<file path="config.mk">
export PLATFORM = sky130hd
export DESIGN_NAME = internal_osc_clock_ctrl
export DESIGN_NICKNAME = d
export VERILOG_FILES = /design/src/rtl/osc_divider.v /design/src/rtl/internal_osc_clock_ctrl.v
export VERILOG_INCLUDE_DIRS = /design/src /design/src/rtl
export SDC_FILE = /design/constraint.sdc
export NUM_CORES = 1
export LEC_CHECK = 0
export ABC_AREA = 1
export BUFFER_PORTS_ARGS = -buffer_cell sky130_fd_sc_hd__buf_2
export CAP_MARGIN = 20
export CORE_MARGIN = 2
export CORE_UTILIZATION = 49
export CTS_CLUSTER_SIZE = 40
export DETAILED_ROUTE_END_ITERATION = 7
export GPL_TIMING_DRIVEN = 1
export PLACE_DENSITY = 0.88
export SYNTH_ARGS = -nofsm -noshare
export SYNTH_HDL_FRONTEND = slang
export SYNTH_SLANG_ARGS = --single-unit
</file>
<file path="constraint.sdc">
create_clock -name sys_clk -period 1.5 [get_ports sys_clk]
set_input_delay 0 -clock sys_clk [delete_from_list [all_inputs] [get_ports sys_clk]]
set_output_delay 0 -clock sys_clk [all_outputs]
set_load 0.005 [all_outputs]
</file>
<file path="src/rtl/osc_ctrl_defs.vh">
// Constants for the internal oscillator clock control block.
`ifndef OSC_CTRL_DEFS_VH
`define OSC_CTRL_DEFS_VH
`define OSC_CTRL_ADDR 8'hB2
`define OSC_CAL_ADDR 8'hB3
`define OSC_CTRL_RESET 8'h80
`define OSC_EN_BIT 7
`define OSC_RDY_BIT 6
`define OSC_SUSP_BIT 5
`define OSC_DIV_MSB 1
`define OSC_DIV_LSB 0
`define OSC_CAL_MSB 4
`define OSC_CAL_LSB 0
`define DIV_BY_8 2'b00
`define DIV_BY_4 2'b01
`define DIV_BY_2 2'b10
`define DIV_BY_1 2'b11
`define CLK_SRC_INT 2'b00
`define CLK_SRC_EXT 2'b01
`define CLK_SRC_MUL 2'b10
`define OSC_SETTLE_NS 64
`define OSC_SETTLE_CYC ((`OSC_SETTLE_NS + 3) / 4)
`endif

</file>
<file path="src/rtl/osc_divider.v">
// Post-divider that makes an enable pulse every 1, 2, 4 or 8 oscillator ticks.
`timescale 1ns/1ns
`include "osc_ctrl_defs.vh"
module osc_divider (
  input wire sys_clk,
  input wire rst,
  input wire run,
  input wire [1:0] div_sel,
  output reg tick_q
);
  reg [2:0] cnt_q;
  reg [2:0] last;

  always @* begin
    case (div_sel)
      `DIV_BY_8: last = 3'd7;
      `DIV_BY_4: last = 3'd3;
      `DIV_BY_2: last = 3'd1;
      default: last = 3'd0;
    endcase
  end

  always @(posedge sys_clk or posedge rst) begin
    if (rst) begin
      cnt_q <= 3'd0;
      tick_q <= 1'b0;
    end else if (!run) begin
      cnt_q <= 3'd0;
      tick_q <= 1'b0;
    end else if (cnt_q >= last) begin
      cnt_q <= 3'd0;
      tick_q <= 1'b1;
    end else begin
      cnt_q <= cnt_q + 3'd1;
      tick_q <= 1'b0;
    end
  end
endmodule // osc_divider

</file>
<file path="src/rtl/internal_osc_clock_ctrl.v">
// Internal oscillator control register, suspend/wake logic and clock selection.
//
// Overview of operation
// - After any reset the core clock comes from the internal oscillator; here it follows core_clk_src, which reset does not set.
// - Core clock selects internal, external, or 4x multiplier divided by two.
// - USB function clock selects internal, external, or undivided 4x multiplier.
// - Each calibration step lengthens the oscillator period by about 0.0025 base periods.
// - Calibration reset value is the factory trim giving 12 MHz.
// - Internal oscillator divided by 1, 2, 4 or 8; divide-by-8 after reset.
// - Every reset restores the factory calibration value.
// - Writing one to the force-suspend bit stops the oscillator.
// - Non-idle USB bus activity restarts a stopped oscillator.
// - Supply sense matching the polarity select also restarts the oscillator.
// - The transceiver detects bus activity while suspended, oscillator stopped.
// - Wake by bus activity raises a resume interrupt.
// - Calibration is a 5-bit field in bits 4 to 0.
// - Calibration reads undefined while clock recovery is enabled.
`timescale 1ns/1ns
`include "osc_ctrl_defs.vh"
module internal_osc_clock_ctrl #(
  parameter [4:0] FACTORY_CAL = 5'h10
) (
  input wire sys_clk,
  input wire rst,
  input wire [7:0] sfr_addr,
  input wire [7:0] sfr_wdata,
  input wire sfr_wr,
  input wire sfr_rd,
  output reg [7:0] sfr_rdata_q,
  input wire usb_nonidle,
  input wire vbus_level,
  input wire supply_polarity_select,
  input wire clock_recovery_en,
  input wire [1:0] core_clk_src,
  input wire [1:0] usb_clk_src,
  input wire ext_osc_tick,
  input wire mul4_tick,
  output reg core_clock_tick_q,
  output reg usb_function_clock_tick_q,
  output reg osc_running_q,
  output reg resume_irq_q,
  output wire [4:0] osc_calibration_value
);
  localparam ST_RUN = 4'b0001;
  localparam ST_SUSP = 4'b0010;
  localparam ST_SETTLE = 4'b0100;
  localparam ST_OFF = 4'b1000;

  reg [3:0] state_q;
  reg osc_enable_bit_q;
  reg [1:0] osc_divider_select_q;
  reg [4:0] osc_calibration_field_q;
  reg [7:0] settle_q;
  reg [2:0] usb_sync_q;
  reg [2:0] vbus_sync_q;
  reg mul_half_q;
  reg [7:0] rdata_d;
  wire osc_tick;
  wire int_div_tick;
  wire usb_wake;
  wire vbus_wake;
  wire ctrl_wr;
  wire osc_freq_ready_flag;

  assign ctrl_wr = sfr_wr && (sfr_addr == `OSC_CTRL_ADDR);
  // Wake pins arrive asynchronously; a change counts once stages two and three agree.
  assign usb_wake = usb_sync_q[1] && usb_sync_q[2];
  assign vbus_wake = (vbus_sync_q[1] == supply_polarity_select) &&
                     (vbus_sync_q[2] == supply_polarity_select);
  assign osc_tick = osc_running_q;
  assign osc_freq_ready_flag = (state_q == ST_RUN) && osc_enable_bit_q;
  assign osc_calibration_value = osc_calibration_field_q;

  osc_divider u_div (
    .sys_clk(sys_clk),
    .rst(rst),
    .run(osc_tick),
    .div_sel(osc_divider_select_q),
    .tick_q(int_div_tick)
  );

  always @(posedge sys_clk or posedge rst) begin
    if (rst) begin
      usb_sync_q <= 3'b000;
      vbus_sync_q <= 3'b000;
    end else begin
      usb_sync_q <= {usb_sync_q[1:0], usb_nonidle};
      vbus_sync_q <= {vbus_sync_q[1:0], vbus_level};
    end
  end

  always @(posedge sys_clk or posedge rst) begin
    if (rst) begin
      osc_enable_bit_q <= 1'b1;
      osc_divider_select_q <= `DIV_BY_8;
      osc_calibration_field_q <= FACTORY_CAL;
    end else if (sfr_wr) begin
      // Bit 5 is a command rather than stored state: the state machine decodes it from
      // the write data, so it always reads back as zero.
      if (sfr_addr == `OSC_CTRL_ADDR) begin
        osc_enable_bit_q <= sfr_wdata[`OSC_EN_BIT];
        osc_divider_select_q <= sfr_wdata[`OSC_DIV_MSB:`OSC_DIV_LSB];
      end else if (sfr_addr == `OSC_CAL_ADDR) begin
        osc_calibration_field_q <= sfr_wdata[`OSC_CAL_MSB:`OSC_CAL_LSB];
      end
    end
  end

  // After a wake or a re-enable the oscillator runs a short settling time before it
  // reports ready, so software never sees ready while the frequency is still moving.
  always @(posedge sys_clk or posedge rst) begin
    if (rst) begin
      state_q <= ST_RUN;
      settle_q <= 8'h00;
      resume_irq_q <= 1'b0;
      osc_running_q <= 1'b1;
    end else begin
      resume_irq_q <= 1'b0;
      case (state_q)
        ST_RUN: begin
          osc_running_q <= osc_enable_bit_q;
          if (ctrl_wr && sfr_wdata[`OSC_SUSP_BIT]) begin
            state_q <= ST_SUSP;
            osc_running_q <= 1'b0;
          end else if (!osc_enable_bit_q) begin
            // A disabled oscillator must settle again before ready is reported.
            state_q <= ST_OFF;
          end
        end
        ST_OFF: begin
          osc_running_q <= 1'b0;
          if (ctrl_wr && sfr_wdata[`OSC_SUSP_BIT]) begin
            state_q <= ST_SUSP;
          end else if (osc_enable_bit_q) begin
            state_q <= ST_SETTLE;
            settle_q <= 8'h00;
            osc_running_q <= 1'b1;
          end
        end
        ST_SUSP: begin
          // The transceiver keeps watching the bus while the oscillator is stopped, so
          // the wake path below runs on the synchronised pins alone.
          osc_running_q <= 1'b0;
          if (usb_wake || vbus_wake) begin
            state_q <= ST_SETTLE;
            resume_irq_q <= usb_wake;
            settle_q <= 8'h00;
            osc_running_q <= osc_enable_bit_q;
          end
        end
        ST_SETTLE: begin
          osc_running_q <= osc_enable_bit_q;
          settle_q <= settle_q + 8'h01;
          if (ctrl_wr && sfr_wdata[`OSC_SUSP_BIT]) begin
            state_q <= ST_SUSP;
            osc_running_q <= 1'b0;
          end else if (!osc_enable_bit_q) begin
            state_q <= ST_OFF;
          end else if (settle_q >= (`OSC_SETTLE_CYC - 1)) begin
            state_q <= ST_RUN;
          end
        end
        default: begin
          state_q <= ST_RUN;
        end
      endcase
    end
  end

  // Clock source selection is expressed as tick enables of the chosen source.
  // Retuning the calibration leaves the internal source unfit for USB; choosing another
  // USB source then is up to software, so no lock is placed on the selection here.
  always @(posedge sys_clk or posedge rst) begin
    if (rst) begin
      mul_half_q <= 1'b0;
      core_clock_tick_q <= 1'b0;
      usb_function_clock_tick_q <= 1'b0;
    end else begin
      if (mul4_tick) begin
        mul_half_q <= ~mul_half_q;
      end
      case (core_clk_src)
        `CLK_SRC_INT: core_clock_tick_q <= int_div_tick;
        `CLK_SRC_EXT: core_clock_tick_q <= ext_osc_tick;
        `CLK_SRC_MUL: core_clock_tick_q <= mul4_tick && mul_half_q;
        default: core_clock_tick_q <= int_div_tick;
      endcase
      case (usb_clk_src)
        `CLK_SRC_INT: usb_function_clock_tick_q <= osc_tick;
        `CLK_SRC_EXT: usb_function_clock_tick_q <= ext_osc_tick;
        `CLK_SRC_MUL: usb_function_clock_tick_q <= mul4_tick;
        default: usb_function_clock_tick_q <= osc_tick;
      endcase
    end
  end

  always @* begin
    rdata_d = 8'h00;
    if (sfr_addr == `OSC_CTRL_ADDR) begin
      rdata_d[`OSC_EN_BIT] = osc_enable_bit_q;
      rdata_d[`OSC_RDY_BIT] = osc_freq_ready_flag;
      rdata_d[`OSC_DIV_MSB:`OSC_DIV_LSB] = osc_divider_select_q;
    end else if (sfr_addr == `OSC_CAL_ADDR) begin
      // Under clock recovery the field is undefined; it reads as zero here.
      rdata_d[`OSC_CAL_MSB:`OSC_CAL_LSB] = clock_recovery_en ? 5'h00 :
                                           osc_calibration_field_q;
    end
  end

  always @(posedge sys_clk or posedge rst) begin
    if (rst) begin
      sfr_rdata_q <= 8'h00;
    end else if (sfr_rd) begin
      sfr_rdata_q <= rdata_d;
    end
  end
endmodule // internal_osc_clock_ctrl

</file>
* After elaboration in Yosys (flattened, before gate mapping)
Index checks and enable logic that the tools add are counted.
** Cells by class
- Eq/ne operators :: 20
- Bitwise gates (word level) :: 2
- Add/sub/neg operators :: 2
- Magnitude comparators :: 2
- Muxes and demuxes :: 32
- Reductions and logical operators :: 15
** Operators with widths (number)
- $mux W4 :: 8
- $mux W8 :: 3
- $pmux W8 S3 :: 1
- $eq A8 B8 Y1 const B :: 2
- $pmux W4 S4 :: 1
- $mux W5 :: 2
- $mux W3 :: 3
- $pmux W3 S3 :: 1
- $add A8 B1 Y8 const B :: 1
- $ge A8 B4 Y1 const B :: 1
- $mux W1 :: 8
- $reduce_and A4 Y1 :: 2
- $eq A2 B1 Y1 const B :: 3
- $eq A2 B2 Y1 const B :: 3
- $logic_and A1 B1 Y1 :: 6
- $ne A2 B2 Y1 const B :: 3
- $reduce_bool A3 Y1 :: 2
- $eq A4 B1 Y1 const B :: 1
- $eq A4 B2 Y1 const B :: 1
- $eq A4 B3 Y1 const B :: 1
- $eq A4 B4 Y1 const B :: 1
- $mux W2 :: 2
- $ne A4 B4 Y1 const B :: 1
- $pmux W1 S2 :: 2
- other kinds (12) :: 14
** Storage, ports and cells
- Bits of input ports :: 30
- Word-level logic and storage cells :: 88
- Bits in registers :: 42

* Depth between registers and ports, before layout
Gate-level depths: netlist of the first run.
- Word-level depth :: 5
- Depth in mapped cells :: 9

* Modules after synthesis
A second synthesis of the first run with hierarchy kept.
** Unflattened totals
- Cells, all modules :: 260
- Area, all modules :: 2177.1 um^2
** Modules (own cells, without submodules)
- internal_osc_clock_ctrl :: instances 1, seq. area each 955.9 um^2, area an instance 1926.8 um^2, cells each 228
- osc_divider :: instances 1, seq. area each 100.1 um^2, area an instance 250.2 um^2, cells each 32

* Worst setup path before layout of the first run
Ideal clock, no wire load.
- Path type :: reg-to-reg
- Start point :: register osc_divider_select_q[1]
- End point :: register u_div.tick_q
- Buffers on the path :: 0
- Clock period less this slack :: 1.598 ns
- Path slack :: -0.098 ns
- Cell stages (with the launch flop) :: 7
- Required time :: 1.437 ns
- Library setup time :: 0.063 ns
- Data arrival time :: 1.535 ns
- Cells stage by stage :: dfrtp_1 or2_2 ha_1 nand2_1 o211a_1 or2_2 inv_1
** On the way
- Longest elaborated chain between the ends :: 5
** Ends and longest elaborated chain
- start, declared :: RTL line internal_osc_clock_ctrl.v:51 : reg [1:0] osc_divider_select_q;
- start signal, assigned :: RTL line internal_osc_clock_ctrl.v:95 : osc_divider_select_q <= `DIV_BY_8;
- start signal, assigned :: RTL line internal_osc_clock_ctrl.v:102 : osc_divider_select_q <= sfr_wdata[`OSC_DIV_MSB:`OSC_DIV_LSB];
- $eq A2 B2 Y1 (tied with other cells) :: RTL line osc_divider.v:15 : case (div_sel)
- $pmux W3 S3 * :: RTL line osc_divider.v:15
- $ge A3 B3 Y1 * :: RTL line osc_divider.v:30 : end else if (cnt_q >= last) begin
- $mux W1 * :: RTL line osc_divider.v:30
- $mux W1 * :: RTL line osc_divider.v:27 : end else if (!run) begin
- end signal, assigned :: RTL line osc_divider.v:26 : tick_q <= 1'b0;
- end signal, assigned :: RTL line osc_divider.v:29 : tick_q <= 1'b0;
- end signal, assigned :: RTL line osc_divider.v:32 : tick_q <= 1'b1;
- end, declared :: RTL line osc_divider.v:9 : output reg tick_q
Every way passes the cells marked *; elsewhere a longest branch is shown, timed or not.
A chain may end at the register's enable or synchronous reset.

* Worst setup path after layout of the first run
- Start point :: register osc_divider_select_q[0]
- End point :: register u_div.tick_q
Same word-level chain as after synthesis.

==> summary.txt, run 1 <==
Synth
  – Number of synthesized flops with an enable pin: 0
  – Area contributors post-synth: dfrtp_1 44%, nand2_1 11%, inv_1 5.7%, nand3_1 5.3%, ha_1 5.2%
  – Synth cell types: 33
  – Ys async rst share: 100.0%
  – Post-Syn Nets: 284
  – Synth Flop Type: dfrtp_1
  – Netlist Area Pre-Place: 0.002162 mm^2
  – Leading area contributor after synthesis: dfrtp_1
  – Yosys top cell area share: 43.98%
  – Seq/Total Area, Yosys: 48.84%
  – Avg Inst Size Synth: 8.825 um^2
  – Post-synthesis cell count: 245
  – Synth Register Bits: 42
  – Syn. warnings: 0

Power and ir drop
  – Tot Pwr: 3.110 mW
  – Max IR drop VDD: 0.6716 mV
  – Cell Pwr Density: 1150 mW/mm^2
  – Static Leakage: 1.506 nW

Floorplan
  – Die W: 70.43 um
  – IO Count: 47
  – Die H: 70.43 um
  – Die area: 0.004960 mm^2
  – Core area: 0.004294 mm^2
  – # rows: 24
  – Initial Util: 50.35%

Global route
  – Largest net degree at the start of global routing: 43
  – Congestion Overflow GR: 0
  – Initial antenna violation count: 0
  – Vias in the first global route: 1,807
  – All-Layer GR Usage: 18.87%
  – Global-route wire length before repair: 7.417 mm

Outcome
  – Run status: finished, violations left
  – Violated checks: setup timing

Setup path
  – Setup crit start: osc_divider_select_q[0]$_DFFE_PP0N_
  – CP Class: flip-flop to flip-flop
  – Critical Path Start Type: flip-flop
  – Worst Path Max Fanout: 3
  – Critical Path AT: 1.76 ns
  – Critical path capture point type: flip-flop
  – Top cell by count, worst path: or2_4
  – Slowest cell on the critical path: dfrtp_1
  – Critical path's largest stage delay: 0.38 ns
  – Crit Reg-Reg Startpoint: osc_divider_select_q[0]$_DFFE_PP0N_
  – Crit-path cells: or2_4 -> ha_4 -> nand2_2 -> o211a_1 -> or2_4 -> inv_2
  – Crit path required time: 1.75 ns

Cells and area
  – Multi-input gate area: 997.2 um^2
  – # nets final: 348
  – Ant. Diodes: 0
  – Fillers: 361
  – Reg area: 0.001056 mm^2
  – Synth-to-layout area growth: 25.06%
  – Fraction of layout cells with a size suffix above 1: 29.35%

STA
  – Max frequency: 660.2 MHz
  – Hold violation count in the final report: 0
  – Fin Clk Skew: 0.009552 ns
  – Unrepaired setup endpoints after global routing: true
  – Worst slew pin tran: 0.5134 ns
  – Setup_tns: -0.01479 ns
  – Max-slew violations: 0
  – Final worst slack: -0.01479 ns
  – Final min period: 1.515 ns
  – Period utilization: 101.0%
  – Slew HR: 65.77%
  – Endpoints failing setup: 1

Worst hold path
  – Hold Crit Start: sfr_rd
  – Hold crit path type: primary input to flip-flop

Detailed routing
  – ANT nets after route: 0
  – Vias after detailed routing: 1,824
  – Post-DR vias/cell: 5.039
  – 1st-iter DRT viols: 84
  – First-pass iteration count of the detailed router: 4
  – WL final: 4.237 mm
  – Routed wire per std cell: 11.70 um
  – Residual DRC count: 0

Clock network
  – CTS tree: built
  – Clk buf depth: 2
  – Clk_lat worst skew: 0.30 ns
  – CTS Buf Count: 5
  – CTS Root Cell: clkbuf_8
  – Setup Fix Bufs, Post-CTS: 0
  – # H-tree levels: 2
  – Reg clk slew, reported paths: 0.08 ns
  – Clock Sinks: 42

Run
  – Maxcap violations: 0

Placed design
  – Dpl hpwl: 2.991 mm
  – Buffers on Ports: 44
  – Routability Congestion: 0.8299
-- final cells by class --
type | count | area share, %
clock buffers | 7 | 3.193
clock inverters | 1 | 0.1851
inverters | 35 | 4.859
multi-input cells | 166 | 36.88
flip-flops and latches | 42 | 39.06
well taps | 52 | 2.406
repair buffers | 59 | 13.42
-- critical path: cells and delay by family, from the launching register on --
kind	cells	cell delay [ns]
AND/OR/NAND/NOR	3	0.55
adder cells (fa/ha/maj)	1	0.29
AO/OA/AOI/OAI	1	0.22
flip-flops	1	0.38
buffers and inverters	1	0.04
-- state kept, by name, indices dropped and copies added (netlist names), 2 cells and up --
| signal | cells |
|---|---|
| u_div.cnt_q | 3 |
| state_q | 4 |
| usb_sync_q | 3 |
| osc_calibration_value | 5 |
| sfr_rdata_q | 7 |
| vbus_sync_q | 3 |
| settle_q | 8 |
| osc_divider_select_q | 2 |
-- logic make-up after synthesis --
kind of cell,Yosys count,share of synthesized area [%]
buffers and inverters,37,6.597
and+or+nand+nor,130,31.94
DFF,42,48.84
adders and majority gates,9,5.208
other,1,0.1734
xor gates and xnor gates,3,1.215
AOI/OAI and AO/OA,23,6.018
-- layer usage --
metal  track usage [%]  share of wire, %  vias up
li1                  -                 -      903
met1             21.80                43      876
met2             32.18                50       36
met3             5.339               4.2        9
met4             8.761               2.3        0
met5                 0                 0        -
-- cell usage in the layout (no fill, tap or decap), types with 4 or more instances in the layout --
cell type and n:
inv_1 32, nor2_2 4, dfrtp_1 38, ha_1 8, nand2_1 63, clkbuf_8 6, dlygate4sd3_1 12, dfstp_2 4
o21ai_0 5, nor2_4 5, nand3_2 5, nand3_1 21, a21oi_1 4, nor2_1 14, o21ai_1 8, buf_2 44
nand2_2 4
-- per-stage QoR --
step / hold WS, ns / std cells / area, um^2 / util (%) / worst slack, ns
3_5_place_dp: 0.1097 / 342 / 2476 / 57.66 / 0.007590
3_3_place_gp: 0.1082 / 342 / 2476 / 57.66 / 0.03120
4_1_cts: 0.000003664 / 362 / 2690 / 62.65 / -0.003024
6_report: 0.005063 / 362 / 2704 / 62.97 / -0.01479
2_1_floorplan: 0.03143 / 245 / 2180 / - / 0.01862
5_1_grt: 0.02733 / 362 / 2704 / 62.97 / -0.06811
-- synthesized netlist by cell type, types with 2 or more instances --
cell type	number
dfrtp_1	38
o21ai_1	8
a22oi_1	2
nand3_2	3
nor2_2	4
nand3b_1	2
nor2_4	5
or2_2	3
nand3_1	23
inv_2	2
dfstp_2	4
ha_1	9
nand3_4	3
nand2_1	64
inv_1	33
o21ai_0	5
xor2_1	2
nand2_2	3
a21oi_1	5
nor2_1	14
-- report_power, final --
| part | switching [mW] | internal (mW) |
|---|---|---|
| Clock | 0.384 | 0.371 |
| Sequential | 0.131 | 1.30 |
| Combinational | 0.499 | 0.421 |
-- final timing paths --
kind	endpoint	slack, ns	cells past startpoint
max in group asynchronous	osc_calibration_value[4]$_DFFE_PP1P_	0.75	4
worst max-delay path	u_div.tick_q$_DFF_PP0_	-0.01	6
worst max register to register	u_div.tick_q$_DFF_PP0_	-0.01	6
min in group asynchronous	usb_function_clock_tick_q$_DFF_PP0_	0.37	4
worst min-delay path	sfr_rdata_q[0]$_DFFE_PP0P_	0.005	3
worst min register to register	vbus_sync_q[1]$_DFF_PP0_	0.35	0
-- what timing repair did --
item                                    in CTS  in global routing
endpoints found under the setup margin       1                  6
hold buffers                                12                  0
pin swaps                                    1                  1
endpoints found under the hold margin       51                  0
gates resized for setup                      2                  3
Note: power is estimated with default switching activity, not from simulation.
==> run 2, diff against run 1 <==
Settings changed: CELL_PAD_IN_SITES_DETAIL_PLACEMENT set to 0, CELL_PAD_IN_SITES_GLOBAL_PLACEMENT set to 1, CORE_UTILIZATION 49 to 36, PLACE_DENSITY 0.88 to 0.87.
==> run 2 against run 1 <==
The flow still finishes with violations (setup timing). Worst hold slack improved by 0.019 ns. Core utilization decreased by 16 points. Non-clock buffer count is 1 higher. Sequential share of layout area fell by 0.64 points. Count of clock-buffer cells in the layout did not move. Register-to-register slack barely moved. Total power up 2.3%. Critical path type unchanged. Highest routed layer unchanged.
==> summary.txt, run 2 (synthesis gave the netlist of run 1 again) <==
Detailed routing
  – ANT nets after route: 0 (unchanged)
  – First-pass iteration count of the detailed router: 4 (unchanged)
  – Vias after detailed routing: 1,725 (was 1,824)
  – Routed wire per std cell: 10.88 um (was 11.70 um)
  – WL final: 4.201 mm (was 4.237 mm)
  – Post-DR vias/cell: 4.469 (was 5.039)
  – Residual DRC count: 0 (unchanged)
  – 1st-iter DRT viols: 60 (was 84)

Cells and area
  – Most frequent cells in the layout: 64 x nand2_1, 44 x buf_2, 38 x dfrtp_1, 32 x inv_1, 21 x nand3_1 (was 63 x nand2_1, 44 x buf_2, 38 x dfrtp_1, 32 x inv_1, 21 x nand3_1)
  – Synth-to-layout area growth: 27.14% (was 25.06%)
  – Most flops, register: settle_q (unchanged)
  – Final std cell area, no fill: 0.002749 mm^2 (was 0.002704 mm^2)
  – Max reg flops: 8 (unchanged)
  – # nets final: 349 (was 348)
  – Reg area: 0.001056 mm^2 (unchanged)
  – Final Non-Filler Cells: 386 (was 362)
  – Ant. Diodes: 0 (unchanged)
  – Multi-input gate area: 991.0 um^2 (was 997.2 um^2)
  – Fillers: 573 (was 361)
  – Most common cell after layout, fill and taps aside: nand2_1 (unchanged)
  – Final core utilization: 46.98% (was 62.97%)
  – Fraction of layout cells with a size suffix above 1: 28.62% (was 29.35%)

Power and ir drop
  – Tot Pwr: 3.181 mW (was 3.110 mW)
  – Clock share of power: 26.9% (was 24.3%)
  – Flop pwr share: 45.1% (was 46.1%)
  – Max IR drop VDD: 0.4045 mV (was 0.6716 mV)
  – Cell Pwr Density: 1157 mW/mm^2 (was 1150 mW/mm^2)
  – Sw Share: 30.50% (was 32.61%)
  – Static Leakage: 1.514 nW (was 1.506 nW)
  – Combinational power share: 28.0% (was 29.6%)
  – Pint: 2.211 mW (was 2.096 mW)
  – Psw: 0.9705 mW (was 1.014 mW)

STA
  – Slew HR: 65.22% (was 65.77%)
  – Unrepaired setup endpoints after global routing: true (unchanged)
  – Period utilization: 100.3% (was 101.0%)
  – Setup_tns: -0.004152 ns (was -0.01479 ns)
  – Max-slew violations: 0 (unchanged)
  – Final min period: 1.504 ns (was 1.515 ns)
  – Hold violation count in the final report: 0 (unchanged)
  – Worst slew pin tran: 0.5216 ns (was 0.5134 ns)
  – Final worst slack: -0.004152 ns (was -0.01479 ns)
  – Endpoints failing setup: 1 (unchanged)
  – Fin Clk Skew: 0.005409 ns (was 0.009552 ns)
  – Hold slack: 0.02431 ns (was 0.005063 ns)
  – Max frequency: 664.8 MHz (was 660.2 MHz)

Setup path
  – Crit Reg-Reg Startpoint: osc_divider_select_q[0]$_DFFE_PP0N_ (unchanged)
  – CP Buf/Inv Count: 1 (unchanged)
  – Critical Path AT: 1.74 ns (was 1.76 ns)
  – Crit-path cells: or2_4 -> ha_4 -> nand2_1 -> o211a_1 -> or2_4 -> inv_2 (was or2_4 -> ha_4 -> nand2_2 -> o211a_1 -> or2_4 -> inv_2)
  – Critical path's largest stage delay: 0.39 ns (was 0.38 ns)
  – Slowest cell on the critical path: dfrtp_1 (unchanged)
  – Worst r2r path cells: 6 (unchanged)
  – CP Class: flip-flop to flip-flop (unchanged)
  – Critical R2R Capture: u_div.tick_q$_DFF_PP0_ (unchanged)
  – Worst Path Max Fanout: 3 (unchanged)
  – Crit path required time: 1.74 ns (was 1.75 ns)
  – Delay-heaviest family, CP: simple AND/OR/NAND/NOR gates (unchanged)
  – Critical Path Start Type: flip-flop (unchanged)
  – Top cell by count, worst path: or2_4 (unchanged)
  – R2R setup slack: -0.004 ns (was -0.01 ns)
  – Critical path capture point type: flip-flop (unchanged)

Worst hold path
  – Worst hold path cell count: 3 (unchanged)
  – Hold Crit Start: sfr_rd (unchanged)
  – Hold crit path type: primary input to flip-flop (unchanged)
  – Hold endpoint: sfr_rdata_q[7]$_DFFE_PP0P_ (was sfr_rdata_q[0]$_DFFE_PP0P_)

Floorplan
  – Die W: 81.50 um (was 70.43 um)
  – Core area: 0.005851 mm^2 (was 0.004294 mm^2)
  – Die H: 81.50 um (was 70.43 um)
  – # rows: 28 (was 24)
  – Initial Util: 36.95% (was 50.35%)
  – Die area: 0.006641 mm^2 (was 0.004960 mm^2)
  – IO Count: 47 (unchanged)

Outcome
  – Run status: finished, violations left (unchanged)
  – Violated checks: setup timing (unchanged)

Global route
  – Global-route wire length before repair: 7.555 mm (was 7.417 mm)
  – Vias in the first global route: 1,732 (was 1,807)
  – All-Layer GR Usage: 14.80% (was 18.87%)
  – Largest net degree at the start of global routing: 43 (unchanged)
  – Initial antenna violation count: 0 (unchanged)
  – Congestion Overflow GR: 0 (unchanged)

Placed design
  – Place WS: 0.004841 ns (was 0.007590 ns)
  – Placed cells: 365 (was 342)
  – Routability Congestion: 0.7712 (was 0.8299)
  – Dpl hpwl: 3.043 mm (was 2.991 mm)
  – Dpl cell area: 0.002505 mm^2 (was 0.002476 mm^2)
  – Buffers on Ports: 44 (unchanged)

Clock network
  – CTS tree: built (unchanged)
  – Clk buf depth: 2 (unchanged)
  – # H-tree levels: 2 (unchanged)
  – CTS Root Cell: clkbuf_8 (unchanged)
  – Clock Sinks: 42 (unchanged)
  – Reg clk slew, reported paths: 0.08 ns (about the same)
  – Clk_lat worst skew: 0.29 ns (was 0.30 ns)
  – CTS Buf Count: 5 (unchanged)

Run
  – Maxcap violations: 0 (unchanged)
## run 2: cell type report
| type | count | area share (%) |
|---|---|---|
| tap | 75 | 3.414 |
| sequential | 42 | 38.42 |
| multi-input combinational | 166 | 36.05 |
| timing repair buffer | 60 | 13.47 |
| inverter | 35 | 4.779 |
| clock inverter | 1 | 1.092 |
| clock buffer | 7 | 2.777 |
## run 2: worst max path at each step
stage / startpoint / to / slack, ns / cells past startpoint
finish: osc_divider_select_q[0]$_DFFE_PP0N_ / u_div.tick_q$_DFF_PP0_ / -0.004 / 6
global placement: osc_divider_select_q[0]$_DFFE_PP0N_ / u_div.tick_q$_DFF_PP0_ / 0.03 / 6
detailed placement: osc_divider_select_q[0]$_DFFE_PP0N_ / u_div.tick_q$_DFF_PP0_ / 0.005 / 6
global route: osc_divider_select_q[0]$_DFFE_PP0N_ / u_div.tick_q$_DFF_PP0_ / -0.07 / 6
CTS: osc_divider_select_q[0]$_DFFE_PP0N_ / u_div.tick_q$_DFF_PP0_ / 0.0001 / 6
floorplan: osc_divider_select_q[0]$_DFFE_PP0N_ / u_div.tick_q$_DFF_PP0_ / 0.02 / 6
## run 2: routing by layer
layer | share of wire, % | vias to the layer above | track usage [%]
li1 | - | 904 | -
met4 | 1.3 | 0 | 4.576
met3 | 4.8 | 6 | 3.956
met2 | 48 | 38 | 24.84
met5 | 0 | - | 0
met1 | 46 | 777 | 18.63
## run 2: power by group through the flow
stage / Sequential (mW) / Clock (mW) / Combinational (mW)
after floorplan: 1.44 / 0 / 0.679
after CTS: 1.44 / 0.896 / 0.901
after global routing: 1.46 / 0.944 / 1.03
final: 1.44 / 0.856 / 0.889
after global placement: 1.45 / 0 / 0.857
after detailed placement: 1.46 / 0 / 0.869
## run 2: tightest hold or removal path, cell delays in order
cell     delay (ns)
buf_2          0.12
nand3_1        0.10
nand2_1        0.05
## run 2: what timing repair did
action | 4_1_cts | 5_1_grt
hold buffers | 12 | 0
cloned | 0 | 0
setup endpoints to repair | 1 | 5
hold endpoints to repair | 50 | 0
pin swaps | 1 | 0
setup buffers | 1 | 0
resized for setup | 0 | 3
==> run 3, diff against run 2 <==
Settings changed: CORE_UTILIZATION 36 to 43, PLACE_DENSITY 0.87 to 0.95.
Clock period 1.5 ns to 1.85 ns, I/O delays scaled along.
==> run 3 against run 2 <==
The run now ends clean. Via count increased by 0.29%. Worst hold slack improved by 0.0038 ns. Total power decreased by 14%. Die area decreased by 16%. Non-clock buffer count decreased by 3. Clock power increased by 3.0%. Fmax decreased by 11%. Critical path depth unchanged. Cell area decreased by 0.87%.
==> summary.txt, run 3 (synthesis gave the netlist of run 1 again) <==
Cells and area
  – Most flops, register: settle_q (unchanged)
  – Reg area: 0.001056 mm^2 (unchanged)
  – Fraction of layout cells with a size suffix above 1: 27.27% (was 28.62%)
  – Max reg flops: 8 (unchanged)
  – Fillers: 456 (was 573)
  – Ant. Diodes: 0 (unchanged)
  – Multi-input gate area: 963.4 um^2 (was 991.0 um^2)
  – # nets final: 346 (was 349)
  – Most frequent cells in the layout: 64 x nand2_1, 44 x buf_2, 38 x dfrtp_1, 33 x inv_1, 23 x nand3_1 (was 64 x nand2_1, 44 x buf_2, 38 x dfrtp_1, 32 x inv_1, 21 x nand3_1)
  – Final Non-Filler Cells: 375 (was 386)
  – Final core utilization: 56.94% (was 46.98%)
  – Final std cell area, no fill: 0.002725 mm^2 (was 0.002749 mm^2)
  – Most common cell after layout, fill and taps aside: nand2_1 (unchanged)
  – Synth-to-layout area growth: 26.04% (was 27.14%)

Clock network
  – Clock Sinks: 42 (unchanged)
  – Post-CTS Hold Fix Bufs: 12 (unchanged)
  – Setup Fix Bufs, Post-CTS: 0 (was 1)
  – CTS tree: built (unchanged)
  – Clk_lat worst skew: 0.29 ns (about the same)
  – Clk buf depth: 2 (unchanged)
  – Post-CTS Resized: 0 (unchanged)
  – CTS Buf Count: 5 (unchanged)
  – CTS Root Cell: clkbuf_8 (unchanged)
  – # H-tree levels: 2 (unchanged)
  – Reg clk slew, reported paths: 0.07 ns (was 0.08 ns)

Floorplan
  – Initial Util: 45.18% (was 36.95%)
  – Die area: 0.005612 mm^2 (was 0.006641 mm^2)
  – Die H: 74.91 um (was 81.50 um)
  – # rows: 25 (was 28)
  – Core area: 0.004786 mm^2 (was 0.005851 mm^2)
  – Die W: 74.91 um (was 81.50 um)
  – IO Count: 47 (unchanged)

Power and ir drop
  – Sw Share: 28.88% (was 30.50%)
  – Combinational power share: 25.4% (was 28.0%)
  – Clock share of power: 32.2% (was 26.9%)
  – Static Leakage: 1.513 nW (was 1.514 nW)
  – Max IR drop VDD: 0.5889 mV (was 0.4045 mV)
  – Cell Pwr Density: 1005 mW/mm^2 (was 1157 mW/mm^2)
  – Flop pwr share: 42.4% (was 45.1%)
  – Psw: 0.7906 mW (was 0.9705 mW)
  – Pint: 1.947 mW (was 2.211 mW)

Detailed routing
  – 1st-iter DRT viols: 76 (was 60)
  – Post-DR vias/cell: 4.613 (was 4.469)
  – Routed wire per std cell: 10.46 um (was 10.88 um)
  – Vias after detailed routing: 1,730 (was 1,725)
  – ANT nets after route: 0 (unchanged)
  – WL final: 3.921 mm (was 4.201 mm)
  – First-pass iteration count of the detailed router: 4 (unchanged)
  – Residual DRC count: 0 (unchanged)

Setup path
  – CP Class: flip-flop to flip-flop (unchanged)
  – Crit path required time: 2.08 ns (was 1.74 ns)
  – Critical Path AT: 1.93 ns (was 1.74 ns)
  – Critical path capture point type: flip-flop (unchanged)
  – Worst Path Max Fanout: 5 (was 3)
  – Critical Path Start Type: flip-flop (unchanged)

STA
  – Period utilization: 91.63% (was 100.3%)
  – Max frequency: 589.9 MHz (was 664.8 MHz)
  – Final worst slack: 0.1548 ns (was -0.004152 ns)
  – Slew HR: 65.40% (was 65.22%)
  – Setup_tns: 0 ns (was -0.004152 ns)
  – Fin Clk Skew: 0.006415 ns (was 0.005409 ns)
  – Worst slew pin tran: 0.5190 ns (was 0.5216 ns)
  – Endpoints failing setup: 0 (was 1)
  – Final min period: 1.695 ns (was 1.504 ns)
  – Hold violation count in the final report: 0 (unchanged)
  – Max-slew violations: 0 (unchanged)
  – Unrepaired setup endpoints after global routing: false (was true)

Outcome
  – Run status: finished, final reports clean (was finished, violations left)

Run
  – Maxcap violations: 0 (unchanged)

Global route
  – Global-route wire length before repair: 7.162 mm (was 7.555 mm)
  – All-Layer GR Usage: 16.65% (was 14.80%)
  – Initial antenna violation count: 0 (unchanged)
  – Vias in the first global route: 1,681 (was 1,732)
  – Largest net degree at the start of global routing: 43 (unchanged)
  – Congestion Overflow GR: 0 (unchanged)

Placed design
  – Placed cells: 355 (was 365)
  – Place WS: 0.1705 ns (was 0.004841 ns)
  – Dpl hpwl: 2.873 mm (was 3.043 mm)
  – Routability Congestion: 0.8066 (was 0.7712)
  – Dpl cell area: 0.002462 mm^2 (was 0.002505 mm^2)
  – Buffers on Ports: 44 (unchanged)

Worst hold path
  – Hold crit path type: primary input to flip-flop (unchanged)
[run 3: critical path, stage by stage (launching register included)]
cell and delay (ns):
dfrtp_1 0.43, or2_2 0.31, ha_1 0.31, nand2_1 0.06
o211a_1 0.21, or2_2 0.27, inv_1 0.06
[run 3: power by group through the flow]
stage | clock network, mW | logic, mW | registers, mW
2_1_floorplan | 0 | 0.535 | 1.16
3_3_place_gp | 0 | 0.666 | 1.17
3_5_place_dp | 0 | 0.684 | 1.18
4_1_cts | 0.905 | 0.709 | 1.16
5_1_grt | 0.960 | 0.817 | 1.18
6_report | 0.882 | 0.695 | 1.16
[run 3: final timing paths]
check / cells past startpoint / from / endpoint / slack (ns)
max reg2reg: 6 / osc_divider_select_q[1]$_DFFE_PP0N_ / u_div.tick_q$_DFF_PP0_ / 0.15
max in group asynchronous: 4 / rst / osc_enable_bit_q$_DFFE_PP1N_ / 1.10
min: 3 / sfr_rd / sfr_rdata_q[7]$_DFFE_PP0P_ / 0.03
max: 6 / osc_divider_select_q[1]$_DFFE_PP0N_ / u_div.tick_q$_DFF_PP0_ / 0.15
min in group asynchronous: 4 / rst / resume_irq_q$_DFF_PP0_ / 0.37
min reg2reg: 0 / vbus_sync_q[0]$_DFF_PP0_ / vbus_sync_q[1]$_DFF_PP0_ / 0.35
[run 3: final cells by class]
class | count | area share, %
Timing Repair Buffer | 57 | 12.76
Tap cell | 67 | 3.076
Inverter | 35 | 4.821
Clock inverter | 2 | 2.204
Sequential cell | 42 | 38.75
Clock buffer | 6 | 3.030
Multi-Input combinational cell | 166 | 35.35
[run 3: layer usage]
layer,global-route usage (%),part of all wire (%),wire [um]
met1,22.08,49,1922
met2,26.12,45,1778
met3,4.016,3.9,154
met4,7.143,1.7,65
met5,0,0,0
[run 3: through the flow]
stage,hold WS (ns),power [mW]
final,0.02811,2.737
after global routing,0.03571,2.957
after CTS,0.01808,2.777
after detailed placement,0.1094,1.865
after global placement,0.1093,1.841
after floorplan,0.03143,1.697
